<file path="src/logic/ifeb_pkg.sv">
// package: register map, bit layouts and carrier types of the interrupt flag/enable bank
package ifeb_pkg;

  // ------------------------------------------------------------
  // register byte addresses (word aligned, 32-bit Avalon words)
  // ------------------------------------------------------------
  localparam logic [7:0] ADDR_FLAGS_B    = 8'h00;
  localparam logic [7:0] ADDR_FLAGS_C    = 8'h04;
  localparam logic [7:0] ADDR_ENABLE_A   = 8'h08;
  localparam logic [7:0] ADDR_ENABLE_B   = 8'h0C;
  localparam logic [7:0] ADDR_ENABLE_D   = 8'h10;
  localparam logic [7:0] ADDR_ENABLE_E   = 8'h14;
  localparam logic [7:0] ADDR_IRQ_STATUS = 8'h18;
  localparam logic [7:0] ADDR_IRQ_CLEAR  = 8'h1C;
  localparam logic [7:0] ADDR_IRQ_ENABLE = 8'h20;

  // ------------------------------------------------------------
  // implemented bits of each 16-bit register
  // ------------------------------------------------------------
  // flags_b: 15 pair1 done, 14 pair0 done, 7 comparator2, 1 pwm gen4
  localparam logic [15:0] FLAGS_B_MASK  = 16'hC082;
  // flags_c: 4 pair6 done, 1 pair3 done, 0 pair2 done
  localparam logic [15:0] FLAGS_C_MASK  = 16'h0013;
  // enable_a: 13 adc, 12 uart tx, 11 uart rx, 10 spi, 9 spi error,
  // 7 timer b, 3 timer a, 2 out compare, 1 in capture, 0 ext irq0
  localparam logic [15:0] ENABLE_A_MASK = 16'h3E8F;
  // enable_b: 13 ext irq2, 4 ext irq1, 3 change notify, 2 comparator1,
  // 1 i2c master, 0 i2c slave
  localparam logic [15:0] ENABLE_B_MASK = 16'h201F;
  // enable_d: 9 pwm special match
  localparam logic [15:0] ENABLE_D_MASK = 16'h0200;
  // enable_e: 1 uart error
  localparam logic [15:0] ENABLE_E_MASK = 16'h0002;

  localparam logic [15:0] REG_RESET     = 16'h0000;
  localparam int          REG_W         = 16;
  localparam int          IRQ_W         = 6;
  localparam logic [IRQ_W-1:0] IRQ_RESET = 6'h00;

  // interrupt status bit per register group
  localparam int IRQ_FLAGS_B  = 0;
  localparam int IRQ_FLAGS_C  = 1;
  localparam int IRQ_ENABLE_A = 2;
  localparam int IRQ_ENABLE_B = 3;
  localparam int IRQ_ENABLE_D = 4;
  localparam int IRQ_ENABLE_E = 5;

  // ------------------------------------------------------------
  // carriers
  // ------------------------------------------------------------
  // one-cycle set pulses from the sources whose flags live here
  typedef struct packed {
    logic [15:0] flags_b_set;
    logic [15:0] flags_c_set;
  } ifeb_evt_t;

  // levels held elsewhere in the controller
  typedef struct packed {
    logic [15:0] enable_b_lvl;  // enables for the flags_b sources
    logic [15:0] enable_c_lvl;  // enables for the flags_c sources
    logic [15:0] flag_a_lvl;    // flags for the enable_a sources
    logic [15:0] flag_b_lvl;
    logic [15:0] flag_d_lvl;
    logic [15:0] flag_e_lvl;
  } ifeb_ext_t;

  // gated requests to the cpu, one vector per register
  typedef struct packed {
    logic [15:0] flags_b;
    logic [15:0] flags_c;
    logic [15:0] enable_a;
    logic [15:0] enable_b;
    logic [15:0] enable_d;
    logic [15:0] enable_e;
  } ifeb_req_t;

endpackage : ifeb_pkg

</file>
<file path="src/logic/ifeb_top.sv">
// module: interrupt flag and enable bank with Avalon-MM register access
`timescale 1ns/1ns
// Summary of operation
// - flag bits set by source, software read/write
// - enable bit one passes request, zero blocks
// - unimplemented bits read zero, ignore writes
// - all flag and enable bits reset zero
// - flags_b bits 15,14,7,1 hold sources
// - flags_c bits 4,1,0 hold adc pairs
// - enable_a bits 13 to 9 enable sources
// - enable_a bits 7,3,2,1,0 enable sources
// - enable_b bits 13,4,3,2,1,0 enable sources
// - enable_d bit 9 enables pwm special match
// - enable_e bit 1 enables uart error
// - absent peripherals leave bits unimplemented
module ifeb_top #(
  parameter logic [15:0] FLAGS_B_IMPL  = ifeb_pkg::FLAGS_B_MASK,
  parameter logic [15:0] FLAGS_C_IMPL  = ifeb_pkg::FLAGS_C_MASK,
  parameter logic [15:0] ENABLE_A_IMPL = ifeb_pkg::ENABLE_A_MASK,
  parameter logic [15:0] ENABLE_B_IMPL = ifeb_pkg::ENABLE_B_MASK,
  parameter logic [15:0] ENABLE_D_IMPL = ifeb_pkg::ENABLE_D_MASK,
  parameter logic [15:0] ENABLE_E_IMPL = ifeb_pkg::ENABLE_E_MASK
) (
  input  wire logic               sys_clk,
  input  wire logic               rst_n,
  input  wire logic [7:0]         avs_address,
  input  wire logic               avs_read,
  input  wire logic               avs_write,
  input  wire logic [31:0]        avs_writedata,
  input  wire logic [3:0]         avs_byteenable,
  output logic      [31:0]        avs_readdata,
  output logic                    avs_waitrequest,
  input  wire ifeb_pkg::ifeb_evt_t evt,
  input  wire ifeb_pkg::ifeb_ext_t ext,
  output ifeb_pkg::ifeb_req_t     req,
  output logic                    irq
);

  // ------------------------------------------------------------
  // elaboration checks
  // ------------------------------------------------------------
  // a variant may drop bits but never add positions that do not exist
  if ((FLAGS_B_IMPL & ~ifeb_pkg::FLAGS_B_MASK) != 16'h0000 ||
      (FLAGS_C_IMPL & ~ifeb_pkg::FLAGS_C_MASK) != 16'h0000 ||
      (ENABLE_A_IMPL & ~ifeb_pkg::ENABLE_A_MASK) != 16'h0000 ||
      (ENABLE_B_IMPL & ~ifeb_pkg::ENABLE_B_MASK) != 16'h0000 ||
      (ENABLE_D_IMPL & ~ifeb_pkg::ENABLE_D_MASK) != 16'h0000 ||
      (ENABLE_E_IMPL & ~ifeb_pkg::ENABLE_E_MASK) != 16'h0000)
  begin : g_bad_mask
    $error("implemented-bit mask exceeds the documented layout");
  end

  // ------------------------------------------------------------
  // helpers
  // ------------------------------------------------------------
  // merge the low two byte lanes of a write into a 16-bit register
  function automatic logic [15:0] lane_merge(input logic [15:0] old_v,
                                             input logic [31:0] wdata,
                                             input logic [3:0]  be);
    logic [15:0] v;
    v = old_v;
    if (be[0])
    begin
      v[7:0] = wdata[7:0];
    end
    if (be[1])
    begin
      v[15:8] = wdata[15:8];
    end
    return v;
  endfunction : lane_merge

  // ------------------------------------------------------------
  // bus handshake
  // ------------------------------------------------------------
  logic        wait_q;
  logic [31:0] rdata_q;
  logic        acc_wr;
  logic        acc_rd;

  // a request is taken at the edge where waitrequest is seen low
  assign acc_wr = avs_write && !wait_q;
  assign acc_rd = avs_read && !wait_q;

  always_ff @(posedge sys_clk or negedge rst_n)
  begin
    if (!rst_n)
    begin
      wait_q <= 1'b1;
    end
    else if (!wait_q)
    begin
      wait_q <= 1'b1;
    end
    else if (avs_read || avs_write)
    begin
      wait_q <= 1'b0;
    end
  end

  logic wr_flags_b;
  logic wr_flags_c;
  logic wr_en_a;
  logic wr_en_b;
  logic wr_en_d;
  logic wr_en_e;
  logic wr_irq_clr;
  logic wr_irq_en;

  assign wr_flags_b = acc_wr && avs_address == ifeb_pkg::ADDR_FLAGS_B;
  assign wr_flags_c = acc_wr && avs_address == ifeb_pkg::ADDR_FLAGS_C;
  assign wr_en_a    = acc_wr && avs_address == ifeb_pkg::ADDR_ENABLE_A;
  assign wr_en_b    = acc_wr && avs_address == ifeb_pkg::ADDR_ENABLE_B;
  assign wr_en_d    = acc_wr && avs_address == ifeb_pkg::ADDR_ENABLE_D;
  assign wr_en_e    = acc_wr && avs_address == ifeb_pkg::ADDR_ENABLE_E;
  assign wr_irq_clr = acc_wr && avs_address == ifeb_pkg::ADDR_IRQ_CLEAR;
  assign wr_irq_en  = acc_wr && avs_address == ifeb_pkg::ADDR_IRQ_ENABLE;

  // ------------------------------------------------------------
  // flag registers
  // ------------------------------------------------------------
  logic [15:0] flags_b_q;
  logic [15:0] flags_b_d;
  logic [15:0] flags_c_q;
  logic [15:0] flags_c_d;

  // a source pulse in the same cycle as a software write still sets
  always_comb
  begin
    flags_b_d = wr_flags_b ? lane_merge(flags_b_q, avs_writedata, avs_byteenable)
                           : flags_b_q;
    flags_b_d = (flags_b_d | evt.flags_b_set) & FLAGS_B_IMPL;
    flags_c_d = wr_flags_c ? lane_merge(flags_c_q, avs_writedata, avs_byteenable)
                           : flags_c_q;
    flags_c_d = (flags_c_d | evt.flags_c_set) & FLAGS_C_IMPL;
  end

  always_ff @(posedge sys_clk or negedge rst_n)
  begin
    if (!rst_n)
    begin
      flags_b_q <= ifeb_pkg::REG_RESET;
      flags_c_q <= ifeb_pkg::REG_RESET;
    end
    else
    begin
      flags_b_q <= flags_b_d;
      flags_c_q <= flags_c_d;
    end
  end

  // ------------------------------------------------------------
  // enable registers
  // ------------------------------------------------------------
  logic [15:0] en_a_q;
  logic [15:0] en_b_q;
  logic [15:0] en_d_q;
  logic [15:0] en_e_q;

  always_ff @(posedge sys_clk or negedge rst_n)
  begin
    if (!rst_n)
    begin
      en_a_q <= ifeb_pkg::REG_RESET;
      en_b_q <= ifeb_pkg::REG_RESET;
      en_d_q <= ifeb_pkg::REG_RESET;
      en_e_q <= ifeb_pkg::REG_RESET;
    end
    else
    begin
      // absent variant bits stay zero through the mask
      if (wr_en_a)
      begin
        en_a_q <= lane_merge(en_a_q, avs_writedata, avs_byteenable) & ENABLE_A_IMPL;
      end
      if (wr_en_b)
      begin
        en_b_q <= lane_merge(en_b_q, avs_writedata, avs_byteenable) & ENABLE_B_IMPL;
      end
      if (wr_en_d)
      begin
        en_d_q <= lane_merge(en_d_q, avs_writedata, avs_byteenable) & ENABLE_D_IMPL;
      end
      if (wr_en_e)
      begin
        en_e_q <= lane_merge(en_e_q, avs_writedata, avs_byteenable) & ENABLE_E_IMPL;
      end
    end
  end

  // ------------------------------------------------------------
  // gated requests
  // ------------------------------------------------------------
  ifeb_pkg::ifeb_req_t req_d;

  always_comb
  begin
    req_d.flags_b  = flags_b_d & ext.enable_b_lvl & FLAGS_B_IMPL;
    req_d.flags_c  = flags_c_d & ext.enable_c_lvl & FLAGS_C_IMPL;
    req_d.enable_a = ext.flag_a_lvl & en_a_q;
    req_d.enable_b = ext.flag_b_lvl & en_b_q;
    req_d.enable_d = ext.flag_d_lvl & en_d_q;
    req_d.enable_e = ext.flag_e_lvl & en_e_q;
  end

  always_ff @(posedge sys_clk or negedge rst_n)
  begin
    if (!rst_n)
    begin
      req <= '0;
    end
    else
    begin
      req <= req_d;
    end
  end

  // ------------------------------------------------------------
  // interrupt status, clear and enable
  // ------------------------------------------------------------
  logic [ifeb_pkg::IRQ_W-1:0] grp_d;
  logic [ifeb_pkg::IRQ_W-1:0] grp_q;
  logic [ifeb_pkg::IRQ_W-1:0] stat_q;
  logic [ifeb_pkg::IRQ_W-1:0] stat_d;
  logic [ifeb_pkg::IRQ_W-1:0] irq_en_q;
  logic [ifeb_pkg::IRQ_W-1:0] clr;

  always_comb
  begin
    grp_d[ifeb_pkg::IRQ_FLAGS_B]  = |req_d.flags_b;
    grp_d[ifeb_pkg::IRQ_FLAGS_C]  = |req_d.flags_c;
    grp_d[ifeb_pkg::IRQ_ENABLE_A] = |req_d.enable_a;
    grp_d[ifeb_pkg::IRQ_ENABLE_B] = |req_d.enable_b;
    grp_d[ifeb_pkg::IRQ_ENABLE_D] = |req_d.enable_d;
    grp_d[ifeb_pkg::IRQ_ENABLE_E] = |req_d.enable_e;
    clr = wr_irq_clr ? avs_writedata[ifeb_pkg::IRQ_W-1:0] : ifeb_pkg::IRQ_RESET;
    // a new request rising in the clear cycle wins
    stat_d = (stat_q & ~clr) | (grp_d & ~grp_q);
  end

  always_ff @(posedge sys_clk or negedge rst_n)
  begin
    if (!rst_n)
    begin
      grp_q    <= ifeb_pkg::IRQ_RESET;
      stat_q   <= ifeb_pkg::IRQ_RESET;
      irq_en_q <= ifeb_pkg::IRQ_RESET;
      irq      <= 1'b0;
    end
    else
    begin
      grp_q  <= grp_d;
      stat_q <= stat_d;
      if (wr_irq_en && avs_byteenable[0])
      begin
        irq_en_q <= avs_writedata[ifeb_pkg::IRQ_W-1:0];
      end
      irq <= |(stat_d & (wr_irq_en && avs_byteenable[0]
                         ? avs_writedata[ifeb_pkg::IRQ_W-1:0] : irq_en_q));
    end
  end

  // ------------------------------------------------------------
  // read data
  // ------------------------------------------------------------
  logic [31:0] rmux;

  // unimplemented positions and unmapped words read as zero
  always_comb
  begin
    rmux = 32'h0000_0000;
    unique case (avs_address)
      ifeb_pkg::ADDR_FLAGS_B:    rmux[15:0] = flags_b_q;
      ifeb_pkg::ADDR_FLAGS_C:    rmux[15:0] = flags_c_q;
      ifeb_pkg::ADDR_ENABLE_A:   rmux[15:0] = en_a_q;
      ifeb_pkg::ADDR_ENABLE_B:   rmux[15:0] = en_b_q;
      ifeb_pkg::ADDR_ENABLE_D:   rmux[15:0] = en_d_q;
      ifeb_pkg::ADDR_ENABLE_E:   rmux[15:0] = en_e_q;
      ifeb_pkg::ADDR_IRQ_STATUS: rmux[ifeb_pkg::IRQ_W-1:0] = stat_q;
      ifeb_pkg::ADDR_IRQ_ENABLE: rmux[ifeb_pkg::IRQ_W-1:0] = irq_en_q;
      default:                   rmux = 32'h0000_0000;
    endcase
  end

  always_ff @(posedge sys_clk or negedge rst_n)
  begin
    if (!rst_n)
    begin
      rdata_q <= 32'h0000_0000;
    end
    else if (avs_read && wait_q)
    begin
      rdata_q <= rmux;
    end
  end

  assign avs_readdata    = rdata_q;
  assign avs_waitrequest = wait_q;

endmodule : ifeb_top

</file>
<file path="config.mk">
export PLATFORM = sky130hd
export DESIGN_NAME = ifeb_top
export DESIGN_NICKNAME = d
export VERILOG_FILES = /design/src/logic/ifeb_pkg.sv /design/src/logic/ifeb_top.sv
export SDC_FILE = /design/constraint.sdc
export NUM_CORES = 1
export LEC_CHECK = 0
export ABC_AREA = 1
export BUFFER_PORTS_ARGS = -buffer_cell sky130_fd_sc_hd__buf_2
export CAP_MARGIN = 20
export CORE_AREA = 2 2 120 122
export CTS_BUF_LIST = sky130_fd_sc_hd__clkbuf_16
export CTS_CLUSTER_DIAMETER = 50
export DETAILED_ROUTE_END_ITERATION = 7
export DIE_AREA = 0 0 122 124
export PLACE_DENSITY_LB_ADDON = 0.1
export SYNTH_ARGS = -nofsm -noshare
export SYNTH_HDL_FRONTEND = slang
export SYNTH_SLANG_ARGS = --single-unit
</file>
<file path="constraint.sdc">
create_clock -name sys_clk -period 2.3 [get_ports sys_clk]
set_input_delay 0.23 -clock sys_clk [delete_from_list [all_inputs] [get_ports sys_clk]]
set_output_delay 0.23 -clock sys_clk [all_outputs]
set_load 0.005 [all_outputs]
</file>
==> reports/results.tsv <==
metric	value	unit
synthesized area per cell	8.769	um^2
Crit path max-delay family	simple AND/OR/NAND/NOR gates	
Initial DRC Count	165	
pwr dens	643.7	nW/um^2
Layout area overhead	15.61	%
CP Max Fanout	13	
status	finished, final reports clean	
Max Cap Viol	0	
critical path capture point type	register	
wire length per cell	12.40	um
Worst Hold Class	in2reg	
drt drc	0	
unrepaired setup endpoints after global routing	false	
Syn. warnings	0	
Slowest cell on crit path	dfstp_2	
CP required	2.53	ns
area of the mapped netlist	4288	um^2
async set-reset flop share out of synthesis	100.0	%
Max Clock Freq	535.6	MHz
num rows	43	
Synth cell types	37	
CTS resizes	0	
pin count of the biggest net entering global routing	46	
min cycle time layout	1.867	ns
CP Class	reg2reg	
final wirelength	9675	um
chip width	122	um
TritonCTS clock tree	built	
total negative slack	0	ns
max incr delay on CP	0.38	ns
Die Y	124	um
CP Launch Type	register	
CORE AREA	13720	um^2
initial antenna violation count	0	
Synth Register Bits	82	
fraction of layout cells with a size suffix above 1	27.33	%
final setup violating endpoints	0	
post-DR vias/cell	3.929	
CP bufs+invs	1	
Hold Violations, Final	0	
worst clock skew	0.007364	ns
Final Cycle Share	81.17	%
register area share after synthesis	47.88	%
NumNets Final	772	
port bufs	100	
vias in the first global route	2985	
WP data arrival	2.09	ns
Synth Flop Type	dfrtp_1	
fin area	4957	um^2
CTS HTree Levels	3	
die footprint	15130	um^2
worst slew pin tran	0.6083	ns
CP dominant cell by count	nand2_1	
Total GRT Usage	13.38	%
Slew HR	59.45	%
Root Buffer	clkbuf_16	
vias post-DR	3065	
number of flops mapped to enable cells by yosys	0	
Hold Worst Slack	0.05506	ns
Final ANT Viol Nets	0	
total power	3.191	mW
clk sinks	82	
first-pass detailed-route iteration total	4	
maximum clock insertion buffer count	2	
cell count after synthesis	489	
first-pass GRT wire length	15200	um
Antenna Diode Count	0	
RePlAce Congestion	0.7786	
Initial Util	31.25	%
VDD IR max	0.0003175	V
Clock Latency Late Sink	0.34	ns
crit-path cells	inv_2 > nand2_2 > nor2_4 > nand3_2 > nand2_1 > nand3_1 > nand2_1 > nand3_2 > nand2_1 > nand2_1 > a21oi_1 > nand2_1	
Clock Pin Slew Worst Setup and Hold Paths	0.06	ns
CTS buffer count	9	
fin. max-slew vios	0	
DP Wirelength	7642	um
GRT overflow	0	
Post-DP Area	4663	um^2
io pins	306	
Static Leak	2.958	nW
[where the power goes]
group	switching [mW]	leakage, nW	internal [mW]	total, mW
combinational	0.193	1.82	0.0922	0.285
sequential	0.0196	1.00	1.49	1.51
clock	0.573	0.135	0.827	1.40
total	0.786	2.96	2.41	3.19
[kinds of logic after synthesis]
kind of cell	synth area share [%]
AND/OR/NAND/NOR	22.03
buffers and inverters	22.61
flip-flops	47.88
AO/OA/AOI/OAI	6.391
multiplexers	0.9921
other	0.08746
[sequential cells by signal, summed over array words and instances, names as in the netlist, 3 cells and up]
register,flops
en_b_q,6
flags_b_q,4
req,24
en_a_q,10
irq_en_q,6
flags_c_q,3
grp_q,5
avs_readdata,14
stat_q,6
[final cells by class]
class	count	area [um^2]
Clock buffer	9	225.2
Clock inverter	6	58.81
Fill cell	1475	8762
Inverter	69	259.0
Multi-Input combinational cell	331	1595
Sequential cell	82	2053
Tap cell	180	225.2
Timing Repair Buffer	103	540.5
[synth_stat cells (2+ instances only)]
library cell	instances	area (um^2)
nand2_1	122	457.9
buf_4	91	683.2
dfrtp_1	81	2027
inv_1	63	236.5
o21ai_0	23	115.1
nand3_1	17	85.08
nand2_2	15	93.84
nor2_1	9	33.78
a21oi_1	6	30.03
inv_2	6	22.52
o21ai_1	6	30.03
nand3_2	4	40.04
nor2_2	4	25.02
nor3_1	4	20.02
nand2_4	3	33.78
nor2_4	3	33.78
o21ai_2	3	26.28
a22o_1	2	17.52
a31oi_1	2	12.51
clkbuf_1	2	7.510
mux2_1	2	22.52
mux2i_1	2	20.02
nand3b_1	2	15.01
nor2_8	2	40.04
nor3_2	2	20.02
o2111ai_1	2	17.52
[layer usage]
layer | track usage (%) | vias up | part of all wire [%]
met5 | 0 | - | 0
met4 | 5.172 | 0 | 1.6
met3 | 3.159 | 12 | 7.5
met2 | 21.54 | 136 | 46
met1 | 17.46 | 1374 | 45
li1 | - | 1543 | -
[metrics by stage]
stage / util (%) / setup slack (ns) / instances
after floorplan: - / 0.7171 / 577
after global placement: 33.99 / 0.3548 / 764
after detailed placement: 33.99 / 0.3743 / 764
after CTS: 36.13 / 0.3632 / 780
after global routing: 36.13 / 0.1769 / 780
final: 36.13 / 0.4330 / 780
[layout by cell type (no fill, tap or decap), types with 4 or more instances in the layout]
| cell type | instances |
|---|---|
| a21oi_1 | 6 |
| buf_2 | 99 |
| clkbuf_16 | 9 |
| conb_1 | 89 |
| dfrtp_1 | 81 |
| inv_1 | 63 |
| inv_2 | 6 |
| nand2_1 | 122 |
| nand2_2 | 15 |
| nand3_1 | 17 |
| nand3_2 | 4 |
| nor2_1 | 9 |
| nor2_2 | 4 |
| nor3_1 | 4 |
| o21ai_0 | 23 |
| o21ai_1 | 6 |
[worst reg2reg max path, delay by kind of cell (launching register included)]
kind            cells  cell delay (ns)
buf+inv             1             0.05
simple gates       10             1.20
flops               1             0.38
compound gates      1             0.13
[final timing paths]
| kind | startpoint | to | slack, ns | cells past startpoint |
|---|---|---|---|---|
| min | avs_read | avs_waitrequest | 0.06 | 2 |
| max | avs_waitrequest | irq | 0.43 | 12 |
| min reg2reg | avs_readdata[7] | avs_readdata[7] | 0.48 | 2 |
| min in group asynchronous | rst_n | req[59] | 0.44 | 2 |
| max reg2reg | avs_waitrequest | irq | 0.43 | 12 |
| max in group asynchronous | rst_n | req[45] | 1.24 | 3 |
[timing repair]
item                                   in CTS  in global routing
hold buffers                                1                  0
buffers inserted                            0                  0
endpoints found under the hold margin      43                  0
No activity file was read; power rests on OpenSTA's default activity.
